`config.mk`:
```
export PLATFORM = sky130hd
export DESIGN_NAME = vta_monitor
export DESIGN_NICKNAME = d
export VERILOG_FILES = /design/src/shared/vta_pkg.sv /design/src/design/vta_monitor.sv
export VERILOG_INCLUDE_DIRS = /design/src /design/src/shared
export SDC_FILE = /design/constraint.sdc
export NUM_CORES = 2
export LEC_CHECK = 0
export BUFFER_PORTS_ARGS = -buffer_cell sky130_fd_sc_hd__buf_2
export CAP_MARGIN = 20
export CELL_PAD_IN_SITES_DETAIL_PLACEMENT = 1
export CELL_PAD_IN_SITES_GLOBAL_PLACEMENT = 1
export CORE_MARGIN = 1.5
export CORE_UTILIZATION = 47
export DETAILED_ROUTE_END_ITERATION = 16
export PLACE_DENSITY_LB_ADDON = 0.1
export SYNTH_ARGS = -nofsm -noshare
export SYNTH_HDL_FRONTEND = slang
export SYNTH_SLANG_ARGS = --single-unit
```
`constraint.sdc`:
```
create_clock -name i_mclk -period 16.6 [get_ports i_mclk]
set_input_delay 0.83 -clock i_mclk [delete_from_list [all_inputs] [get_ports i_mclk]]
set_output_delay 0.83 -clock i_mclk [all_outputs]
set_load 0.05 [all_outputs]
```
`src/shared/vta_params.svh`:
```
// Constants of the valve travel alert monitor: defaults, sentinels and forced targets.
// Assumes percentages are signed 16-bit counts of 0.1 % of ranged travel or set point.
`ifndef VTA_PARAMS_SVH
`define VTA_PARAMS_SVH

// ------------------------------------------------------------
// Sentinels and forced targets
// ------------------------------------------------------------
`define VTA_OFF_HI 16'sh04e2
`define VTA_OFF_LO 16'shff06
`define VTA_FORCE_HI 16'sh04ce
`define VTA_FORCE_LO 16'shff1a

// ------------------------------------------------------------
// Factory defaults
// ------------------------------------------------------------
`define VTA_DEF_SUP_EN 1'b1
`define VTA_DEF_LOOP_EN 1'b0
`define VTA_DEF_DEV_EN 1'b1
`define VTA_DEF_LIM_EN 1'b0
`define VTA_DEF_CYC_EN 1'b0
`define VTA_DEF_SUP_PT 16'h0000
`define VTA_DEF_DEV_PT 16'sh0032
`define VTA_DEF_DEV_TIME 16'h000a
`define VTA_DEF_HYST 16'sh0014
`define VTA_DEF_HH_PT 16'sh041a
`define VTA_DEF_LL_PT 16'shffce
`define VTA_DEF_HI_PT 16'sh03b6
`define VTA_DEF_LO_PT 16'sh0032
`define VTA_DEF_CYC_DB 16'sh0064
`define VTA_DEF_CYC_PT 16'hffff

// ------------------------------------------------------------
// Timing
// ------------------------------------------------------------
`define VTA_SAMPLE_HZ 100

`endif

```
`src/shared/vta_pkg.sv`:
```
// Types shared by the valve travel alert monitor and its bench.
// Assumes the constants header supplies every numeric value.
package vta_pkg;

    typedef logic signed [15:0] vta_pct_t;

    typedef enum logic [4:0] {
        WR_SUP_EN, WR_SUP_PT, WR_LOOP_EN, WR_DEV_EN, WR_DEV_PT, WR_DEV_TIME,
        WR_HYST, WR_HH_EN, WR_LL_EN, WR_HI_EN, WR_LO_EN, WR_HH_PT, WR_LL_PT,
        WR_HI_PT, WR_LO_PT, WR_TCUT_HI, WR_TCUT_LO, WR_PCUT_HI, WR_PCUT_LO,
        WR_TLIM_HI, WR_TLIM_LO, WR_CYC_EN, WR_CYC_PT, WR_CYC_DB, WR_CYC_CNT
    } vta_wr_sel_e;

    typedef enum logic [1:0] {DIR_NONE, DIR_UP, DIR_DOWN} vta_dir_e;

    typedef struct packed {
        logic sup_en;
        logic loop_en;
        logic dev_en;
        logic hh_en;
        logic ll_en;
        logic hi_en;
        logic lo_en;
        logic cyc_en;
        logic [15:0] sup_pt;
        vta_pct_t dev_pt;
        logic [15:0] dev_time;
        vta_pct_t hyst;
        vta_pct_t hh_pt;
        vta_pct_t ll_pt;
        vta_pct_t hi_pt;
        vta_pct_t lo_pt;
        vta_pct_t tcut_hi;
        vta_pct_t tcut_lo;
        vta_pct_t pcut_hi;
        vta_pct_t pcut_lo;
        vta_pct_t tlim_hi;
        vta_pct_t tlim_lo;
        vta_pct_t cyc_db;
        logic [15:0] cyc_pt;
    } vta_cfg_s;

    typedef struct packed {
        logic supply_lo;
        logic deviation;
        logic travel_hh;
        logic travel_ll;
        logic travel_hi;
        logic travel_lo;
        logic cycle;
    } vta_alerts_s;

endpackage

```
`src/design/vta_monitor.sv`:
```
// Valve travel alert monitor: alert checks, target shaping, cycle counting, shutdown.
// Assumes measurements, sample strobe and host writes all come from logic on i_mclk.
`timescale 1ns/100ps
`include "vta_params.svh"

module vta_monitor #(
    parameter int SAMPLE_HZ = `VTA_SAMPLE_HZ, // Sample strobes per second
    parameter int TMR_W = 32,                  // Deviation timer width
    parameter int CNT_W = 32                   // Cycle counter width
) (
    input logic i_mclk,                        // System clock
    input logic i_rst,                         // Synchronous reset, high
    input logic i_sample,                      // Sample strobe, one cycle
    input logic i_wr_en,                       // Config write strobe
    input vta_pkg::vta_wr_sel_e i_wr_sel,      // Config item selected
    input logic [15:0] i_wr_data,              // Config write value
    input logic [15:0] i_supply,               // Measured supply pressure
    input logic i_loop_fault,                  // Loop current out of range
    input vta_pkg::vta_pct_t i_setpoint,       // Pre-characterized set point
    input vta_pkg::vta_pct_t i_travel_ref,     // Characterized travel target
    input vta_pkg::vta_pct_t i_press_ref,      // Unshaped pressure target
    input vta_pkg::vta_pct_t i_travel,         // Ranged travel
    output vta_pkg::vta_alerts_s o_alerts,     // Alert flags
    output logic o_shutdown,                   // Zero-power shutdown latch
    output vta_pkg::vta_pct_t o_travel_target, // Shaped travel target
    output vta_pkg::vta_pct_t o_press_target,  // Shaped pressure target
    output logic [CNT_W-1:0] o_cycle_count,    // Cycle counter
    output vta_pkg::vta_cfg_s o_cfg            // Configuration readback
);

    // ------------------------------------------------------------
    // Helpers
    // ------------------------------------------------------------
    localparam vta_pkg::vta_cfg_s CFG_RST = '{
        sup_en: `VTA_DEF_SUP_EN, loop_en: `VTA_DEF_LOOP_EN, dev_en: `VTA_DEF_DEV_EN,
        hh_en: `VTA_DEF_LIM_EN, ll_en: `VTA_DEF_LIM_EN, hi_en: `VTA_DEF_LIM_EN,
        lo_en: `VTA_DEF_LIM_EN, cyc_en: `VTA_DEF_CYC_EN, sup_pt: `VTA_DEF_SUP_PT,
        dev_pt: `VTA_DEF_DEV_PT, dev_time: `VTA_DEF_DEV_TIME, hyst: `VTA_DEF_HYST,
        hh_pt: `VTA_DEF_HH_PT, ll_pt: `VTA_DEF_LL_PT, hi_pt: `VTA_DEF_HI_PT,
        lo_pt: `VTA_DEF_LO_PT, tcut_hi: `VTA_OFF_HI, tcut_lo: `VTA_OFF_LO,
        pcut_hi: `VTA_OFF_HI, pcut_lo: `VTA_OFF_LO, tlim_hi: `VTA_OFF_HI,
        tlim_lo: `VTA_OFF_LO, cyc_db: `VTA_DEF_CYC_DB, cyc_pt: `VTA_DEF_CYC_PT};

    // Widening to 18 bits keeps point plus or minus band from wrapping.
    function automatic logic signed [17:0] ext(input logic signed [15:0] v);
        return {{2{v[15]}}, v};
    endfunction

    // Hysteretic limit check: set past the point, clear a full band back.
    function automatic logic band_chk(input logic on, input logic en, input logic hi,
                                      input logic signed [15:0] v,
                                      input logic signed [15:0] pt,
                                      input logic signed [15:0] hy);
        if (!en) begin
            return 1'b0;
        end
        if (hi) begin
            return on ? (ext(v) > ext(pt) - ext(hy)) : (ext(v) > ext(pt));
        end
        return on ? (ext(v) < ext(pt) + ext(hy)) : (ext(v) < ext(pt));
    endfunction

    // ------------------------------------------------------------
    // Configuration store
    // ------------------------------------------------------------
    vta_pkg::vta_cfg_s cfg_q;
    vta_pkg::vta_cfg_s cfg_d;
    logic signed [15:0] wd;

    assign wd = $signed(i_wr_data);

    always_comb begin
        cfg_d = cfg_q;
        if (i_wr_en) begin
            unique case (i_wr_sel)
                vta_pkg::WR_SUP_EN: cfg_d.sup_en = i_wr_data[0];
                vta_pkg::WR_SUP_PT: cfg_d.sup_pt = i_wr_data;
                vta_pkg::WR_LOOP_EN: cfg_d.loop_en = i_wr_data[0];
                vta_pkg::WR_DEV_EN: cfg_d.dev_en = i_wr_data[0];
                vta_pkg::WR_DEV_PT: cfg_d.dev_pt = wd;
                vta_pkg::WR_DEV_TIME: cfg_d.dev_time = i_wr_data;
                vta_pkg::WR_HYST: cfg_d.hyst = wd;
                vta_pkg::WR_HH_EN: cfg_d.hh_en = i_wr_data[0];
                vta_pkg::WR_LL_EN: cfg_d.ll_en = i_wr_data[0];
                vta_pkg::WR_HI_EN: cfg_d.hi_en = i_wr_data[0];
                vta_pkg::WR_LO_EN: cfg_d.lo_en = i_wr_data[0];
                vta_pkg::WR_HH_PT: cfg_d.hh_pt = wd;
                vta_pkg::WR_LL_PT: cfg_d.ll_pt = wd;
                vta_pkg::WR_HI_PT: cfg_d.hi_pt = wd;
                vta_pkg::WR_LO_PT: cfg_d.lo_pt = wd;
                vta_pkg::WR_TCUT_HI, vta_pkg::WR_PCUT_HI: begin
                    if (i_wr_sel == vta_pkg::WR_TCUT_HI) begin
                        cfg_d.tcut_hi = wd;
                    end else begin
                        cfg_d.pcut_hi = wd;
                    end
                    cfg_d.tlim_hi = `VTA_OFF_HI;
                end
                vta_pkg::WR_TCUT_LO, vta_pkg::WR_PCUT_LO: begin
                    if (i_wr_sel == vta_pkg::WR_TCUT_LO) begin
                        cfg_d.tcut_lo = wd;
                    end else begin
                        cfg_d.pcut_lo = wd;
                    end
                    cfg_d.tlim_lo = `VTA_OFF_LO;
                end
                vta_pkg::WR_TLIM_HI: begin
                    cfg_d.tlim_hi = wd;
                    cfg_d.tcut_hi = `VTA_OFF_HI;
                    cfg_d.pcut_hi = `VTA_OFF_HI;
                end
                vta_pkg::WR_TLIM_LO: begin
                    cfg_d.tlim_lo = wd;
                    cfg_d.tcut_lo = `VTA_OFF_LO;
                    cfg_d.pcut_lo = `VTA_OFF_LO;
                end
                vta_pkg::WR_CYC_EN: cfg_d.cyc_en = i_wr_data[0];
                vta_pkg::WR_CYC_PT: cfg_d.cyc_pt = i_wr_data;
                vta_pkg::WR_CYC_DB: cfg_d.cyc_db = wd;
                vta_pkg::WR_CYC_CNT: cfg_d = cfg_q;
                default: cfg_d = cfg_q;
            endcase
        end
    end

    always_ff @(posedge i_mclk) begin
        if (i_rst) begin
            cfg_q <= CFG_RST;
        end else begin
            cfg_q <= cfg_d;
        end
    end

    // ------------------------------------------------------------
    // Target shaping
    // ------------------------------------------------------------
    vta_pkg::vta_pct_t tt_q;
    vta_pkg::vta_pct_t tt_d;
    vta_pkg::vta_pct_t pt_q;
    vta_pkg::vta_pct_t pt_d;
    logic tcut_hi_hit;
    logic tcut_lo_hit;

    // A cutoff or limit parked at its sentinel is simply inactive.
    assign tcut_hi_hit = (cfg_q.tcut_hi != `VTA_OFF_HI) && (i_setpoint > cfg_q.tcut_hi);
    assign tcut_lo_hit = (cfg_q.tcut_lo != `VTA_OFF_LO) && (i_setpoint < cfg_q.tcut_lo);

    always_comb begin
        tt_d = tt_q;
        pt_d = pt_q;
        if (i_sample) begin
            tt_d = i_travel_ref;
            if (tcut_hi_hit) begin
                tt_d = `VTA_FORCE_HI;
            end else if (tcut_lo_hit) begin
                tt_d = `VTA_FORCE_LO;
            end else begin
                if (cfg_q.tlim_hi != `VTA_OFF_HI && i_travel_ref > cfg_q.tlim_hi) begin
                    tt_d = cfg_q.tlim_hi;
                end
                if (cfg_q.tlim_lo != `VTA_OFF_LO && i_travel_ref < cfg_q.tlim_lo) begin
                    tt_d = cfg_q.tlim_lo;
                end
            end
            pt_d = i_press_ref;
            if (cfg_q.pcut_hi != `VTA_OFF_HI && i_setpoint > cfg_q.pcut_hi) begin
                pt_d = `VTA_FORCE_HI;
            end else if (cfg_q.pcut_lo != `VTA_OFF_LO && i_setpoint < cfg_q.pcut_lo) begin
                pt_d = `VTA_FORCE_LO;
            end
        end
    end

    always_ff @(posedge i_mclk) begin
        if (i_rst) begin
            tt_q <= 16'sh0000;
            pt_q <= 16'sh0000;
        end else begin
            tt_q <= tt_d;
            pt_q <= pt_d;
        end
    end

    // ------------------------------------------------------------
    // Alerts, deviation timer, cycle counter, shutdown
    // ------------------------------------------------------------
    vta_pkg::vta_alerts_s al_q;
    vta_pkg::vta_alerts_s al_d;
    logic [TMR_W-1:0] tmr_q;
    logic [TMR_W-1:0] tmr_d;
    logic [TMR_W-1:0] thr;
    logic [CNT_W-1:0] cnt_q;
    logic [CNT_W-1:0] cnt_d;
    vta_pkg::vta_pct_t ref_q;
    vta_pkg::vta_pct_t ref_d;
    vta_pkg::vta_dir_e dir_q;
    vta_pkg::vta_dir_e dir_d;
    logic sd_q;
    logic sd_d;
    logic signed [17:0] diff;
    logic signed [17:0] mag;
    logic dev_over;
    logic dev_clear;
    logic rev;
    logic cnt_wr;
    logic cyc_clr;

    assign thr = TMR_W'(cfg_q.dev_time) * TMR_W'(SAMPLE_HZ);
    assign diff = ext(tt_q) - ext(i_travel);
    assign mag = diff[17] ? -diff : diff;
    assign dev_over = mag > ext(cfg_q.dev_pt);
    assign dev_clear = mag < ext(cfg_q.dev_pt) - ext(cfg_q.hyst);
    assign cnt_wr = i_wr_en && (i_wr_sel == vta_pkg::WR_CYC_CNT);
    assign cyc_clr = cnt_wr && ({{(CNT_W-16){1'b0}}, i_wr_data} < CNT_W'(cfg_q.cyc_pt));

    always_comb begin
        al_d = al_q;
        tmr_d = tmr_q;
        ref_d = ref_q;
        dir_d = dir_q;
        rev = 1'b0;
        sd_d = sd_q | (i_sample & cfg_q.loop_en & i_loop_fault);
        if (i_sample) begin
            al_d.supply_lo = cfg_q.sup_en && (cfg_q.sup_pt != 16'h0000)
                             && (i_supply < cfg_q.sup_pt);
            al_d.travel_hh = band_chk(al_q.travel_hh, cfg_q.hh_en, 1'b1, i_travel,
                                      cfg_q.hh_pt, cfg_q.hyst);
            al_d.travel_ll = band_chk(al_q.travel_ll, cfg_q.ll_en, 1'b0, i_travel,
                                      cfg_q.ll_pt, cfg_q.hyst);
            al_d.travel_hi = band_chk(al_q.travel_hi, cfg_q.hi_en, 1'b1, i_travel,
                                      cfg_q.hi_pt, cfg_q.hyst);
            al_d.travel_lo = band_chk(al_q.travel_lo, cfg_q.lo_en, 1'b0, i_travel,
                                      cfg_q.lo_pt, cfg_q.hyst);
            if (!cfg_q.dev_en) begin
                tmr_d = '0;
                al_d.deviation = 1'b0;
            end else begin
                if (!dev_over) begin
                    tmr_d = '0;
                end else if (tmr_q != {TMR_W{1'b1}}) begin
                    tmr_d = tmr_q + TMR_W'(1);
                end
                if (!al_q.deviation && dev_over && tmr_d > thr) begin
                    al_d.deviation = 1'b1;
                end else if (al_q.deviation && dev_clear) begin
                    al_d.deviation = 1'b0;
                end
            end
            // Only reversals that leave the band around the reference are counted.
            unique case (dir_q)
                vta_pkg::DIR_NONE: begin
                    if (ext(i_travel) > ext(ref_q) + ext(cfg_q.cyc_db)) begin
                        dir_d = vta_pkg::DIR_UP;
                        ref_d = i_travel;
                    end else if (ext(i_travel) < ext(ref_q) - ext(cfg_q.cyc_db)) begin
                        dir_d = vta_pkg::DIR_DOWN;
                        ref_d = i_travel;
                    end
                end
                vta_pkg::DIR_UP: begin
                    if (i_travel > ref_q) begin
                        ref_d = i_travel;
                    end else if (ext(i_travel) < ext(ref_q) - ext(cfg_q.cyc_db)) begin
                        dir_d = vta_pkg::DIR_DOWN;
                        ref_d = i_travel;
                        rev = 1'b1;
                    end
                end
                vta_pkg::DIR_DOWN: begin
                    if (i_travel < ref_q) begin
                        ref_d = i_travel;
                    end else if (ext(i_travel) > ext(ref_q) + ext(cfg_q.cyc_db)) begin
                        dir_d = vta_pkg::DIR_UP;
                        ref_d = i_travel;
                        rev = 1'b1;
                    end
                end
                default: dir_d = vta_pkg::DIR_NONE;
            endcase
        end
        cnt_d = cnt_wr ? {{(CNT_W-16){1'b0}}, i_wr_data} : cnt_q;
        if (rev) begin
            cnt_d = cnt_d + CNT_W'(1);
        end
        // A new excess seen on a strobe outweighs a rewrite in the same cycle.
        al_d.cycle = cfg_q.cyc_en && ((al_q.cycle && !cyc_clr)
                     || (i_sample && cnt_q > CNT_W'(cfg_q.cyc_pt)));
    end

    // Shutdown is released only by reset, which stands in for a power cycle.
    always_ff @(posedge i_mclk) begin
        if (i_rst) begin
            al_q <= '0;
            tmr_q <= '0;
            cnt_q <= '0;
            ref_q <= 16'sh0000;
            dir_q <= vta_pkg::DIR_NONE;
            sd_q <= 1'b0;
        end else begin
            al_q <= al_d;
            tmr_q <= tmr_d;
            cnt_q <= cnt_d;
            ref_q <= ref_d;
            dir_q <= dir_d;
            sd_q <= sd_d;
        end
    end

    assign o_alerts = al_q;
    assign o_shutdown = sd_q;
    assign o_travel_target = tt_q;
    assign o_press_target = pt_q;
    assign o_cycle_count = cnt_q;
    assign o_cfg = cfg_q;
endmodule

```
== Word-level counts from Yosys, hierarchy flattened ==
Cells that the tools add are included.

* Logic and storage cells: 252
* Register bits after elaboration: 386
* Bits of input ports: 106
* Output and inout port bits: 336

* $add $sub $neg: 13
* Multipliers: 1
* Magnitude comparators: 28
* Bitwise operators: 3
* Mux-type cells: 73
* Eq/ne operators: 42
* Reduce and logical (&&, ||, !) cells: 54

{| class="wikitable"
|+ Operators by type and width
! cell !! count
|-
| $mux W16 || 15
|-
| $mux W32 || 7
|-
| $pmux W16 S2 || 6
|-
| $lt A16 B16 Y1 || 10
|-
| $gt A16 B16 Y1 || 6
|-
| $add A16 B16 Y17 || 5
|-
| $lt A16 B17 Y1 || 5
|-
| $sub A16 B16 Y17 || 5
|-
| $add A32 B1 Y32 const B || 2
|-
| $gt A16 B17 Y1 || 3
|-
| $ne A16 B12 Y1 const B || 3
|-
| $ne A16 B9 Y1 const B || 3
|-
| $pmux W16 S3 || 1
|-
| $eq A5 B5 Y1 const B || 9
|-
| $reduce_and A2 Y1 || 21
|-
| $eq A5 B4 Y1 const B || 8
|-
| $mux W1 || 36
|-
| $gt A32 B16 Y1 || 1
|-
| $gt A32 B23 Y1 || 1
|-
| $ne A32 B32 Y1 const B || 1
|-
| $mul A16 B5 Y21 const B || 1
|-
| $eq A5 B3 Y1 const B || 4
|-
| $gt A18 B16 Y1 || 1
|-
| $lt A18 B17 Y1 || 1
|-
| 25 further kinds || 59
|}

== Depth between registers and ports, before layout ==
* Word-level depth: 11
* Depth in mapped cells: 31
* Depth with buffers taken out: 29

== Worst setup path after synthesis ==
No wires, ideal clock.

* Path kind: input-to-reg
* Start point: input i_travel[0]
* End point: register al_q, in the netlist o_alerts[5]
* Data arrival time: 6.642 ns
* Setup time: 0.142 ns
* Stages: 30
* Buffers on the path: 2
* Path slack: 9.816 ns
* Data required time: 16.458 ns
* Cells stage by stage: ha_1 -> fa_1 -> nor2b_1 -> o31ai_1 -> a31o_2 -> o31ai_1 -> o211a_1 -> nand2_1 -> a31oi_1 -> clkbuf_1 -> nor2_1 -> xnor2_1 -> ha_1 -> a21oi_1 -> o21ai_0 -> a221oi_1 -> o21ai_0 -> o21ai_1 -> clkbuf_1 -> nor2_1 -> ha_1 -> a21o_1 -> a21o_1 -> a211oi_1 -> o21ai_0 -> o211ai_1 -> a311o_1 -> a21oi_1 -> nor4_1 -> o41ai_1

* Cells in the longest elaborated chain, start to end: 11
* Elaborated cells between the ends (all ways): 16
* Those cells by class: 2 x add/sub; 3 x order compare; 1 x eq/ne; 6 x mux; 4 x reduce/logical

{| class="wikitable"
|+ RTL lines
! element !! line !! text
|-
| from (decl) || vta_monitor.sv:22 || <nowiki>input vta_pkg::vta_pct_t i_travel,</nowiki>
|-
| $sub A16 B16 Y17 (*) || vta_monitor.sv:209 || <nowiki>assign diff = ext(tt_q) - ext(i_travel);</nowiki>
|-
| $neg A17 Y18 || vta_monitor.sv:210 || <nowiki>assign mag = diff[17] ? -diff : diff;</nowiki>
|-
| $mux W18 (*) || vta_monitor.sv:210 ||
|-
| $gt A18 B16 Y1 || vta_monitor.sv:211 || <nowiki>assign dev_over = mag > ext(cfg_q.dev_pt);</nowiki>
|-
| $mux W32 || vta_monitor.sv:238 || <nowiki>if (!dev_over) begin</nowiki>
|-
| $mux W32 || vta_monitor.sv:234 || <nowiki>if (!cfg_q.dev_en) begin</nowiki>
|-
| $mux W32 || vta_monitor.sv:223 || <nowiki>if (i_sample) begin</nowiki>
|-
| $gt A32 B23 Y1 || vta_monitor.sv:243 || <nowiki>if (!al_q.deviation && dev_over && tmr_d > thr) begin</nowiki>
|-
| $logic_and A1 B1 Y1 || vta_monitor.sv:243 ||
|-
| $ne A3 B1 Y1 (no line) / $mux W1 (equally long branches) || - ||
|-
| $reduce_and A2 Y1 (no line) / $mux W1 (equally long branches) || - ||
|-
| to (signal assigned) || vta_monitor.sv:300 || <nowiki>al_q <= al_d;</nowiki>
|-
| to (decl) || vta_monitor.sv:187 || <nowiki>vta_pkg::vta_alerts_s al_q;</nowiki>
|}

Every way passes the cells marked *; elsewhere a longest branch is shown, timed or not. The select of a mux whose other input is x is not followed.
A chain may end at the register's enable or synchronous reset.

== Worst setup path in the final report ==
* Start point: input i_travel[3]
* End point: register al_q, in the netlist o_alerts[5]

Same word-level chain as after synthesis.

==> flow_summary.ini <==
[floorplanning]
die_area_mm2 = 0.0712
die_w_um = 267
die_h_um = 267
start_util = 0.476
rows = 96
io_pins = 442
core_mm2 = 0.0687

[timing]
holdWs_ns = 0.440
tns_ns = 0
period_needed_ns = 6.94
slew_headroom = 0.286
slew_violations = 0
rsz0062_at_grt = false
fin_skew_ns = 0.0211
setup_violations = 0
layout_worst_path_cycle_share = 0.418
worstMarginPinSlew_ns = 1.07
fmax_ghz = 0.144
finalHoldViolations = 0

[cells_and_area]
fin_area_mm2 = 0.0373
area_delta_synth_final_pct = 13.9
fillCellCount = 8758
final_nets = 5244
layout-drive-gt1-share = 0.133
final_util = 0.542

[detailed_routing]
drt_wl_total_um = 140000
drtIter0Drc = 2283
vias = 34000
wire_per_inst_um = 25.2
ant_nets = 0
post_drt_via_cell_ratio = 6.14
route.detailed.drc = 0
drt_pass1_iterations = 5

[clock_network]
clock_latency_ns = 0.61
root_buffer = clkbuf_16
clock_path_buffers = 3
clk_pin_slew_worst_paths_ns = 0.07
postCtsSetupRepairBufs = 0
cts_resized = 0
cts_sinks = 386
cts_tree = done
htree_levels = 2
cts_made_buffers = 46
ctsHoldBuffers = 0

[worst_setup_path]
cp_top_family = compound AO/OA/AOI/OAI gates
r2r_slack_ns = 9.93
cp.required_ns = 17.06
crit_type = input port to flop
critical_path_buf_inv_count = 4
cp-end-kind = flop
critPathLaunchType = input port
path_depth = 31
worstRegToRegCells = 30
crit_slowest_cell = or4_1
cp.arrival_ns = 7.40
slowest_delay_ns = 0.52
worstPathMaxFanout = 28

[global_routing]
grtUsageTotal = 0.383
grt_max_degree = 75
grt_pass1_vias = 33800
antenna_found_initial = 14
grt_pass1_wl_um = 208000
grt.overflow.total = 0

[yosys]
syn_area_per_cell_um2 = 7.78
synth_cell_type_count = 84
async_reset_ff_frac = 0
netlist_instances = 4204
synth_edf_count = 0
synth.most_common_cell = ha_1
yosys_warnings = 0
synthFlopType = dfxtp_1
synth.cell_area_mm2 = 0.0327
synth_seq_cells = 386
synthTopCellsByArea = dfxtp_1, ha_1, nand2_1
synth_top_area_frac = 0.236
yosysTopAreaCell = dfxtp_1
synth.cells.most_frequent = ha_1, nand2_1, inv_1, dfxtp_1, a21oi_1
ys_seq_area_frac = 0.236

[place]
dp_hpwl_um = 104000
postPlaceCellArea_mm2 = 0.0358
gp_routability_congestion = 0.940
port_buffers = 441

[worst_hold_path]
hold_class = input port to flop
hold_path_depth = 2

[job]
drv_cap = 0

[power]
power_mw = 3.19
peakVddDrop_mv = 0.0729
p_per_area_mw_per_mm2 = 85.5
leakagePower_nw = 17.4

[status]
outcome = completed
-- report_power, final --
group          leakage (nW)  switching [mW]  internal [mW]
Sequential             3.13          0.0490          0.960
Combinational          13.5           0.717          0.423
Clock                 0.720           0.456          0.583
Total                  17.4            1.22           1.97
-- area by class of cell --
type	instances	area, um^2	share of cell area
diodes	5	12.5	0.000336
clock buffers	57	1210	0.0325
clock inverters	26	262	0.00702
inverters	405	1520	0.0409
multi-input cells	3238	22800	0.613
flip-flops and latches	386	7730	0.207
well taps	931	1160	0.0313
repair buffers	482	2530	0.0679
-- per-stage QoR --
step,instances,worst slack (ns)
global route,5529,9.03
detailed placement,5441,9.06
floorplan,4205,9.82
finish,5530,9.66
global placement,5441,9.28
CTS,5524,9.64
-- metal layers --
metal | global-route usage | vias up | wire, um
met5 | 0 | - | 60
met1 | 0.461 | 16700 | 56200
met2 | 0.641 | 1187 | 64800
met3 | 0.0695 | 374 | 9950
li1 | - | 15700 | -
met4 | 0.216 | 10 | 8550
-- registers in the layout (all words and copies together), names as in the netlist --
register         cells
o_cfg              264
o_cycle_count       32
tmr_q               32
o_press_target      16
o_travel_target     16
ref_q               16
o_alerts             7
dir_q                2
o_shutdown           1
-- kinds of logic after synthesis --
kind of cell               share of synthesized area
and+or+nand+nor                                0.204
xor gates and xnor gates                      0.0458
other                                       0.000115
buffers and inverters                         0.0669
AOI/OAI and AO/OA                              0.209
adders and majority gates                      0.226
muxes                                         0.0130
DFF                                            0.236
-- worst register-to-register path: cells and delay by family (launching register included) --
| kind | cells | cell delay (ns) |
|---|---|---|
| AO/OA/AOI/OAI | 14 | 2.31 |
| AND/OR/NAND/NOR | 9 | 2.01 |
| adder cells (fa/ha/maj) | 4 | 1.22 |
| buffers and inverters | 2 | 0.39 |
| flip-flops | 1 | 0.35 |
| XOR/XNOR | 1 | 0.22 |
-- placed cells by master, fill, tap and decap left out, types with 54 or more instances in the layout --
cell type / synthesis / final
xor2_1: 90 / 90
a21o_1: 106 / 106
xnor2_1: 81 / 81
o21ai_0: 133 / 133
a21oi_1: 359 / 359
nand2_1: 485 / 485
ha_1: 560 / 560
nor3_1: 103 / 102
buf_2: 6 / 440
nor2b_1: 54 / 54
nand4_1: 69 / 69
nor2_1: 299 / 293
inv_1: 404 / 403
dfxtp_1: 386 / 386
nand3_1: 138 / 138
o211ai_1: 83 / 83
-- worst paths after layout --
kind,to,from
worst min register to register,o_press_target[5]$_SDFFE_PP0P_,o_press_target[5]$_SDFFE_PP0P_
worst max register to register,o_alerts[5]$_SDFFE_PP0P_,o_travel_target[0]$_SDFFE_PP0P_
worst max-delay path,o_alerts[5]$_SDFFE_PP0P_,i_travel[3]
worst min-delay path,o_press_target[2]$_SDFFE_PP0P_,i_press_ref[2]
(Power assumes the default switching activity.)
